<file path="config.mk">
export PLATFORM = sky130hd
export DESIGN_NAME = channel_offset_gain_regs
export DESIGN_NICKNAME = d
export VERILOG_FILES = /design/src/inc/channel_offset_gain_pkg.sv /design/src/rtl/cfg_word_reg.sv /design/src/rtl/channel_offset_gain_regs.sv
export VERILOG_INCLUDE_DIRS = /design/src /design/src/inc
export SDC_FILE = /design/constraint.sdc
export NUM_CORES = 1
export LEC_CHECK = 0
export BUFFER_PORTS_ARGS = -buffer_cell sky130_fd_sc_hd__buf_2
export CORE_MARGIN = 4
export CORE_UTILIZATION = 29
export DETAILED_ROUTE_END_ITERATION = 10
export SYNTH_ARGS = -nofsm -noshare
export SYNTH_HDL_FRONTEND = slang
export SYNTH_HIERARCHICAL = 1
export SYNTH_SLANG_ARGS = --single-unit
</file>
<file path="constraint.sdc">
create_clock -name clk -period 1.8 [get_ports clk]
set_input_delay 0.18 -clock clk [delete_from_list [all_inputs] [get_ports clk]]
set_output_delay 0.18 -clock clk [all_outputs]
set_load 0.005 [all_outputs]
</file>
<file path="src/inc/channel_offset_gain_regs.svh">
`ifndef CHANNEL_OFFSET_GAIN_REGS_SVH
`define CHANNEL_OFFSET_GAIN_REGS_SVH

// ----------------------------------------
// Word addresses
// ----------------------------------------
`define ADDR_RESERVED_CONFIG 4'h1
`define ADDR_ICHAN_OFFSET 4'h2
`define ADDR_ICHAN_RANGE 4'h3

// ----------------------------------------
// Power-on values
// ----------------------------------------
`define RST_RESERVED_CONFIG 16'h2A0E
`define RST_ICHAN_OFFSET 16'h0000
`define RST_ICHAN_RANGE 16'h4000

// ----------------------------------------
// Field positions
// ----------------------------------------
`define OFS_POLARITY_BIT 12
`define OFS_LEVEL_MSB 11
`define OFS_RSVD_LSB 13
`define RNG_LEVEL_MSB 14
`define RNG_RSVD_BIT 15
`define MONO_BITS 9

// ----------------------------------------
// Nominal settings outside extended control
// ----------------------------------------
`define OFS_LEVEL_NOMINAL 12'h000
`define RNG_LEVEL_NOMINAL 15'h4000

`endif

</file>
<file path="src/inc/channel_offset_gain_pkg.sv">
package channel_offset_gain_pkg;
    typedef logic [3:0] addr_t;
    typedef logic [15:0] word_t;
    typedef logic [11:0] offset_level_t;
    typedef logic [14:0] range_level_t;
endpackage

</file>
<file path="src/rtl/cfg_word_reg.sv">
`timescale 1ns/1ps
module cfg_word_reg #(
    parameter int WIDTH = 16,
    parameter logic [WIDTH-1:0] RESET_VALUE = '0
) (
    input wire logic clk,
    input wire logic nrst,
    input wire logic ce,
    input wire logic we,
    input wire logic [WIDTH-1:0] wdata,
    output logic [WIDTH-1:0] q,
    output logic [WIDTH-1:0] q_nxt
);
    logic [WIDTH-1:0] q_r;

    // ----------------------------------------
    // Next value
    // ----------------------------------------
    always_comb begin
        q_nxt = q_r;
        if (ce && we) begin
            q_nxt = wdata;
        end
    end

    // ----------------------------------------
    // Storage
    // ----------------------------------------
    always_ff @(posedge clk or negedge nrst) begin
        if (!nrst) begin
            q_r <= RESET_VALUE;
        end else begin
            q_r <= q_nxt;
        end
    end

    assign q = q_r;
endmodule

</file>
<file path="src/rtl/channel_offset_gain_regs.sv">
// Functional notes
// - Reserved word powers up 2A0E, rewrite same
// - Offset bit 12 selects negative polarity
// - Offset bits 11:0 are unsigned magnitude
// - Offset monotonic only in nine MSBs
// - Range bits 14:0 magnitude, bit 15 zero
// - Range word powers up at 4000
// - Range monotonic nine MSBs, mid equals nominal
// - Range above default only in extended mode
`timescale 1ns/1ps
`include "channel_offset_gain_regs.svh"
module channel_offset_gain_regs (
    input wire logic clk,
    input wire logic nrst,
    input wire logic ce,
    input wire logic wr_en,
    input wire logic rd_en,
    input wire channel_offset_gain_pkg::addr_t addr,
    input wire channel_offset_gain_pkg::word_t wr_data,
    input wire logic extended_control_mode,
    output channel_offset_gain_pkg::word_t rd_data,
    output logic rd_valid,
    output logic reserved_ok,
    output logic offset_polarity,
    output channel_offset_gain_pkg::offset_level_t offset_level,
    output logic [`MONO_BITS-1:0] offset_coarse,
    output channel_offset_gain_pkg::range_level_t range_level,
    output logic [`MONO_BITS-1:0] range_coarse
);
    import channel_offset_gain_pkg::*;

    // ----------------------------------------
    // Register words
    // ----------------------------------------
    word_t rsvd_q;
    word_t rsvd_nxt;
    word_t ofs_q;
    word_t ofs_nxt;
    word_t rng_q;
    word_t rng_nxt;
    logic we_rsvd;
    logic we_ofs;
    logic we_rng;

    assign we_rsvd = wr_en && (addr == `ADDR_RESERVED_CONFIG);
    assign we_ofs = wr_en && (addr == `ADDR_ICHAN_OFFSET);
    assign we_rng = wr_en && (addr == `ADDR_ICHAN_RANGE);

    cfg_word_reg #(.WIDTH(16), .RESET_VALUE(`RST_RESERVED_CONFIG)) u_rsvd (
        .clk(clk),
        .nrst(nrst),
        .ce(ce),
        .we(we_rsvd),
        .wdata(wr_data),
        .q(rsvd_q),
        .q_nxt(rsvd_nxt)
    );

    // Bits 15:13 are stored as written; the analog side never looks at them
    cfg_word_reg #(.WIDTH(16), .RESET_VALUE(`RST_ICHAN_OFFSET)) u_ofs (
        .clk(clk),
        .nrst(nrst),
        .ce(ce),
        .we(we_ofs),
        .wdata(wr_data),
        .q(ofs_q),
        .q_nxt(ofs_nxt)
    );

    cfg_word_reg #(.WIDTH(16), .RESET_VALUE(`RST_ICHAN_RANGE)) u_rng (
        .clk(clk),
        .nrst(nrst),
        .ce(ce),
        .we(we_rng),
        .wdata(wr_data),
        .q(rng_q),
        .q_nxt(rng_nxt)
    );

    // ----------------------------------------
    // Applied settings and read-back
    // ----------------------------------------
    logic offset_polarity_r;
    logic offset_polarity_nxt;
    offset_level_t offset_level_r;
    offset_level_t offset_level_nxt;
    range_level_t range_level_r;
    range_level_t range_level_nxt;
    logic reserved_ok_r;
    logic reserved_ok_nxt;
    word_t rd_data_r;
    word_t rd_data_nxt;
    logic rd_valid_r;
    logic rd_valid_nxt;

    // Applied values follow the next register value so a write lands in one edge
    always_comb begin
        offset_polarity_nxt = offset_polarity_r;
        offset_level_nxt = offset_level_r;
        range_level_nxt = range_level_r;
        reserved_ok_nxt = reserved_ok_r;
        rd_data_nxt = rd_data_r;
        rd_valid_nxt = rd_valid_r;
        if (ce) begin
            reserved_ok_nxt = (rsvd_nxt == `RST_RESERVED_CONFIG);
            if (extended_control_mode) begin
                offset_polarity_nxt = ofs_nxt[`OFS_POLARITY_BIT];
                offset_level_nxt = ofs_nxt[`OFS_LEVEL_MSB:0];
                range_level_nxt = rng_nxt[`RNG_LEVEL_MSB:0];
            end else begin
                // Nominal settings; the mid range code equals this nominal one
                offset_polarity_nxt = 1'b0;
                offset_level_nxt = `OFS_LEVEL_NOMINAL;
                range_level_nxt = `RNG_LEVEL_NOMINAL;
            end
            rd_valid_nxt = rd_en;
            if (rd_en) begin
                case (addr)
                    `ADDR_RESERVED_CONFIG: rd_data_nxt = rsvd_q;
                    `ADDR_ICHAN_OFFSET: rd_data_nxt = ofs_q;
                    `ADDR_ICHAN_RANGE: rd_data_nxt = rng_q;
                    default: rd_data_nxt = 16'h0000;
                endcase
            end
        end
    end

    always_ff @(posedge clk or negedge nrst) begin
        if (!nrst) begin
            offset_polarity_r <= 1'b0;
            offset_level_r <= `OFS_LEVEL_NOMINAL;
            range_level_r <= `RNG_LEVEL_NOMINAL;
            reserved_ok_r <= 1'b1;
            rd_data_r <= 16'h0000;
            rd_valid_r <= 1'b0;
        end else begin
            offset_polarity_r <= offset_polarity_nxt;
            offset_level_r <= offset_level_nxt;
            range_level_r <= range_level_nxt;
            reserved_ok_r <= reserved_ok_nxt;
            rd_data_r <= rd_data_nxt;
            rd_valid_r <= rd_valid_nxt;
        end
    end

    assign offset_polarity = offset_polarity_r;
    assign offset_level = offset_level_r;
    // Only the upper bits are monotonic, so trim loops should steer on these
    assign offset_coarse = offset_level_r[`OFS_LEVEL_MSB -: `MONO_BITS];
    assign range_level = range_level_r;
    assign range_coarse = range_level_r[`RNG_LEVEL_MSB -: `MONO_BITS];
    assign reserved_ok = reserved_ok_r;
    assign rd_data = rd_data_r;
    assign rd_valid = rd_valid_r;

    // ----------------------------------------
    // Checks
    // ----------------------------------------
    logic started_r;
    logic started_nxt;

    always_comb begin
        started_nxt = 1'b1;
    end

    always_ff @(posedge clk or negedge nrst) begin
        if (!nrst) begin
            started_r <= 1'b0;
        end else begin
            started_r <= started_nxt;
        end
    end

    a_range_por_value: assert property (@(posedge clk) disable iff (!nrst)
        !started_r |-> (rng_q == `RST_ICHAN_RANGE && rsvd_q == `RST_RESERVED_CONFIG))
        else $error("range or reserved word not at power-on value");

    a_reserved_match: assert property (@(posedge clk) disable iff (!nrst)
        ce && we_rsvd |=> reserved_ok == ($past(wr_data) == `RST_RESERVED_CONFIG))
        else $error("reserved word check wrong after write");

    a_offset_sign_apply: assert property (@(posedge clk) disable iff (!nrst)
        ce && we_ofs && extended_control_mode |=> offset_polarity == $past(wr_data[12]))
        else $error("offset polarity not applied");

    a_offset_level_apply: assert property (@(posedge clk) disable iff (!nrst)
        ce && we_ofs && extended_control_mode |=> offset_level == $past(wr_data[11:0]))
        else $error("offset magnitude not applied");

    a_offset_coarse_tie: assert property (@(posedge clk) disable iff (!nrst)
        ce && we_ofs && extended_control_mode |=> offset_coarse == $past(wr_data[11:3]))
        else $error("offset coarse bits wrong");

    a_range_level_apply: assert property (@(posedge clk) disable iff (!nrst)
        ce && we_rng && extended_control_mode |=> range_level == $past(wr_data[14:0]))
        else $error("range magnitude not applied");

    a_range_coarse_tie: assert property (@(posedge clk) disable iff (!nrst)
        ce && we_rng && extended_control_mode |=> range_coarse == $past(wr_data[14:6]))
        else $error("range coarse bits wrong");

    a_range_nominal_only: assert property (@(posedge clk) disable iff (!nrst)
        ce && !extended_control_mode |=> range_level == `RNG_LEVEL_NOMINAL)
        else $error("range above nominal outside extended mode");

    a_offset_nominal_only: assert property (@(posedge clk) disable iff (!nrst)
        ce && !extended_control_mode |=> (offset_level == 12'h000 && !offset_polarity)[*1] ##1
        (!$past(ce) || $past(extended_control_mode) || offset_level == 12'h000))
        else $error("offset applied outside extended mode");

    a_read_back: assert property (@(posedge clk) disable iff (!nrst)
        ce && rd_en && addr == `ADDR_ICHAN_OFFSET |=> rd_valid && rd_data == $past(ofs_q))
        else $error("offset word read-back wrong");
endmodule

</file>
== After elaboration in Yosys (flattened, before gate mapping) ==
Cells that the tools add are included.

* Flip-flop bits (word level): 94
* Bits in latches: 0
* Bits in writable memories: 0
* Memory bits (read-only): 0
* Input port bits: 26
* Output and inout bits: 64
* Logic and storage cells: 29
* Memories kept: 0

* Add/sub/neg operators: 0
* $mul: 0
* Divide/modulo/power cells: 0
* Order comparisons: 0
* Eq/ne operators: 4
* Shift operators: 0
* Muxes and demuxes: 7
* Bitwise operators: 0
* Reductions and logical operators: 7

{| class="wikitable"
|+ Operator list
! kind !! number
|-
| $pmux 16 s3 || 1
|-
| $mux 15 || 2
|-
| $eq 16x14->1 const B || 1
|-
| $mux 16 || 1
|-
| $mux 13 || 1
|-
| $mux 12 || 1
|-
| $eq 4x2->1 const B || 2
|-
| $logic_and 1x1->1 || 6
|-
| $eq 4x1->1 const B || 1
|-
| $reduce_and 2->1 || 1
|-
| $mux 1 || 1
|}

== Logic depth before layout (Yosys ltp) ==
* Word-level depth: 5
* Mapped depth: 9
* Mapped depth without buffers: 7

== Hierarchy ==
Netlist, hierarchy kept.

{| class="wikitable"
|+ Modules (own cells, without submodules)
! module !! times used !! cells each !! area an instance (um^2) !! sequential area each (um^2)
|-
| channel_offset_gain_regs || 1 || 240 || 2273.4 || 1153.6
|-
| cfg_word_reg at u_rsvd || 1 || 34 || 643.1 || 407.9
|-
| cfg_word_reg at u_rng || 1 || 34 || 636.9 || 401.6
|-
| cfg_word_reg at u_ofs || 1 || 34 || 635.6 || 400.4
|}

== Worst setup path after synthesis ==
No wires, ideal clock.

* Path type: input -> register
* Start: input addr[0]
* End: register reserved_ok_r, in the netlist reserved_ok
* Setup time: 77 ps
* Arrival: 2078 ps
* Required time: 1723 ps
* Slack: -356 ps
* Cell stages on the path: 9
* Buffers on the path: 2
* Path through: buf_4 nor4b_1 and2_1 nand2_2 buf_6 mux2_4 nor4b_1 nand4_1 o22ai_1

* Longest elaborated chain between the ends: 5

{| class="wikitable"
|+ RTL lines
! item !! line !! source
|-
| start: declaration || channel_offset_gain_regs.sv:18 || <nowiki>input wire channel_offset_gain_pkg::addr_t addr,</nowiki>
|-
| $eq 4x1->1 || n/a ||
|-
| $logic_and 1x1->1 || channel_offset_gain_regs.sv:45 || <nowiki>assign we_rsvd = wr_en && (addr == `ADDR_RESERVED_CONFIG);</nowiki>
|-
| via we_rsvd || channel_offset_gain_regs.sv:41 || <nowiki>logic we_rsvd;</nowiki>
|-
| $logic_and 1x1->1 || cfg_word_reg.sv:21 || <nowiki>if (ce && we) begin</nowiki>
|-
| $mux 16 || cfg_word_reg.sv:21 ||
|-
| via rsvd_nxt[4] || channel_offset_gain_regs.sv:36 || <nowiki>word_t rsvd_nxt;</nowiki>
|-
| $eq 16x14->1 (no line) || n/a ||
|-
| end signal: assignment || channel_offset_gain_regs.sv:140 || <nowiki>reserved_ok_r <= reserved_ok_nxt;</nowiki>
|-
| end: declaration || channel_offset_gain_regs.sv:89 || <nowiki>logic reserved_ok_r;</nowiki>
|}

The timed path passes the listed nets, and every way through them passes these cells.
A chain may end at the register's enable or synchronous reset.

== Final worst setup path ==
* Start: input addr[1]
* End: register reserved_ok_r, in the netlist reserved_ok

Same word-level chain as after synthesis.

==> metrics.txt <==
status finished clean; post-synthesis register bit count 94; Clk pwr share 0.350; Worst-Skew Late Latency 330 ps; r2r endpoint reserved_ok; Placed Cells between 500 and 600; post-CTS setup buffers 0; H-Tree Level Count 3; Synth Instances 342; TritonCTS Buffers 9; FP Rows 43; WS Path Type in -> reg; start of the worst register-to-register path u_rsvd/q[0]; R2R setup slack 460 ps; via/cell ratio 4.65; wire length on met3 764 um; Yosys top cell by area dfrtp_1; 1st-iter DRT viols 175; most common cell in the synthesized netlist dfrtp_1; Synth Warn # 6; non-filler cells, final 607; GRT Residual Overflow 0; RSZ-0062 raised after global routing false; syn avg cell area 12.2 um^2; largest cells by area after synthesis dfrtp_1 51%, mux2_4 11%, mux2_2 5.9%, dfstp_2 5.6%, o21ai_0 3.9%; Pins Over Slew Limit 0; ANT cells 0; Lkg Pwr 2.52 nW; max-cap violations 0; Final Util 0.367; Final nets 448; CTS tree done; Clock Sinks 94; number of synthesized flops with an enable pin 0; crit path DAT 1940 ps; initial antenna violation count 0; clock slew at reported path FFs 70 ps; Net Sw Frac 0.254; sequential share of the synthesized area 0.564; Final Hold Viols 0; routed wl met2 4700 um; Psw 1.37 mW; antenna-violating nets left 0; Worst setup startpoint addr[1]; P_int ~4.0 mW; Register-to-Register Path Depth 4; Crit. End Element register; hpwl dp 7540 um; Max rail drop VDD 0.577 mV; total track usage 0.133; Hold Path Class in -> reg; synthesis-to-finish area growth 22.5%; Fillers 1393; Tmin final 1680 ps; global-route wire length before repair 17000 um; layout cells sized above 1 0.445; pin count of the biggest net entering global routing 95; clk buf depth 2; Worst Path Max Fanout 10; Netlist cell types 33; Primary FF master, synth dfrtp_1; clk root buf clkbuf_16; CP endpoint reserved_ok; final hold slack between 100 and 150 ps; final setup violation count 0; Slew @ Worst Pin 973 ps; Die H 128 um; clock skew ~11 ps; synth cell count leaders 85 x dfrtp_1, 33 x o21ai_0, 30 x mux2_4; Fin Setup TNS 0 ps; sequential cell fraction of total power 0.487; fmax 594 MHz; cell area after synthesis 0.00419 mm^2; Die Area 0.0164 mm^2; Metal-1 WL just over 5000 um; Wirelength per Cell 17.5 um; period utilization 0.935; Max Used Layer met4; DRT Pass-1 Iters 5; I/O Buffers 89; Synth Net Count 368; PwrDens 1050 mW/mm^2; Comb power frac 0.163; Worst EP required 2060 ps; Async SR Flop Fraction 1.00; hold depth 2; CP startpoint kind input port; area share of the largest cell type after synthesis 0.508; Starting Density 0.299; I/O pins 90; GP Congestion between 0.7 and 0.8; drc violations 0; Post-Route WL ~11000 um; core box area 0.0140 mm^2; via count of the routed design 2822; number of global-route vias before repair between 3000 and 4000; Die X about 130 um; slew margin rel. 0.350
==> final cells by class <==
type	count	area (um^2)	share of cell area
sequential	94	2360	0.461
clock buffer	13	250	0.0488
tap	180	225	0.0439
clock inverter	3	43.8	0.00853
multi-input combinational	180	1500	0.292
timing repair buffer	108	643	0.125
inverter	29	109	0.0212
==> what timing repair did <==
action,CTS,global route
endpoints found under the setup margin,0,1
endpoints found under the hold margin,85,0
resized for setup,0,1
hold buffers,1,0
==> power groups by stage <==
stage / logic (mW) / registers [mW] / clock network [mW]
2_1_floorplan: 0.579 / 2.62 / 0
3_3_place_gp: 0.869 / 2.65 / 0
3_5_place_dp: 0.885 / 2.66 / 0
4_1_cts: 0.893 / 2.63 / 1.94
5_1_grt: 0.979 / 2.67 / 2.04
6_report: 0.880 / 2.63 / 1.89
==> worst min-delay path by stage <==
stage	startpoint	to	slack [ps]
3_5_place_dp	nrst	rd_data[15]	280
6_report	wr_data[15]	u_ofs/q[15]	110
5_1_grt	wr_data[15]	u_ofs/q[15]	120
2_1_floorplan	nrst	offset_level[0]	-120
3_3_place_gp	nrst	rd_data[15]	270
4_1_cts	wr_data[15]	u_rng/q[15]	100
==> cell families (layout without fill, tap and decap cells) <==
group	count (synthesis)	in the layout	synth area share
DFF	94	94	0.564
AOI/OAI and AO/OA	73	73	0.109
and+or+nand+nor	55	55	0.0735
buffers and inverters	68	153	0.0863
muxes	52	52	0.167
==> state kept, by name, summed over array words and instances (netlist names) <==
name	cells
reserved_ok	1
u_ofs/q	16
rd_valid	1
u_rsvd/q	16
offset_level	12
rd_data	16
offset_polarity	1
u_rng/q	16
range_level	15
==> cells in the final DEF (no fill, tap or decap), types with 2 or more instances in the layout <==
master and n:
a22oi_1 16, o21ai_1 9, mux2_2 22, nand2_2 3
inv_1 29, buf_4 15, buf_12 4, nand2_1 7
mux2_4 30, clkbuf_1 3, nor2_1 3, clkbuf_16 9
a32oi_1 11, and3_1 2, dfstp_2 9, buf_2 88
nor2b_1 2, nand3_1 28, o21ai_0 33, dfrtp_1 85
==> metrics by stage <==
stage | power [mW] | area (um^2) | worst slack [ps]
floorplan | 3.20 | 4230 | -52.2
global placement | 3.52 | 4820 | -181
detailed placement | 3.55 | 4820 | -230
CTS | 5.47 | 5130 | 100
global route | 5.69 | 5130 | 22.9
finish | 5.40 | 5130 | 117
==> critical path, cell delays in order <==
cell	delay, ps
buf_2	120
nor4b_4	280
and2_1	170
nand2_2	130
buf_12	190
mux2_4	300
nor4bb_2	290
nand4_1	120
o22ai_1	150
==> per-layer routing <==
| layer | vias up | track usage |
|---|---|---|
| met5 | - | 0 |
| met4 | 0 | 0.0343 |
| met3 | 5 | 0.0404 |
| met2 | 87 | 0.201 |
| met1 | 1387 | 0.187 |
| li1 | 1343 | - |
No activity file was read; power rests on OpenSTA's default activity.
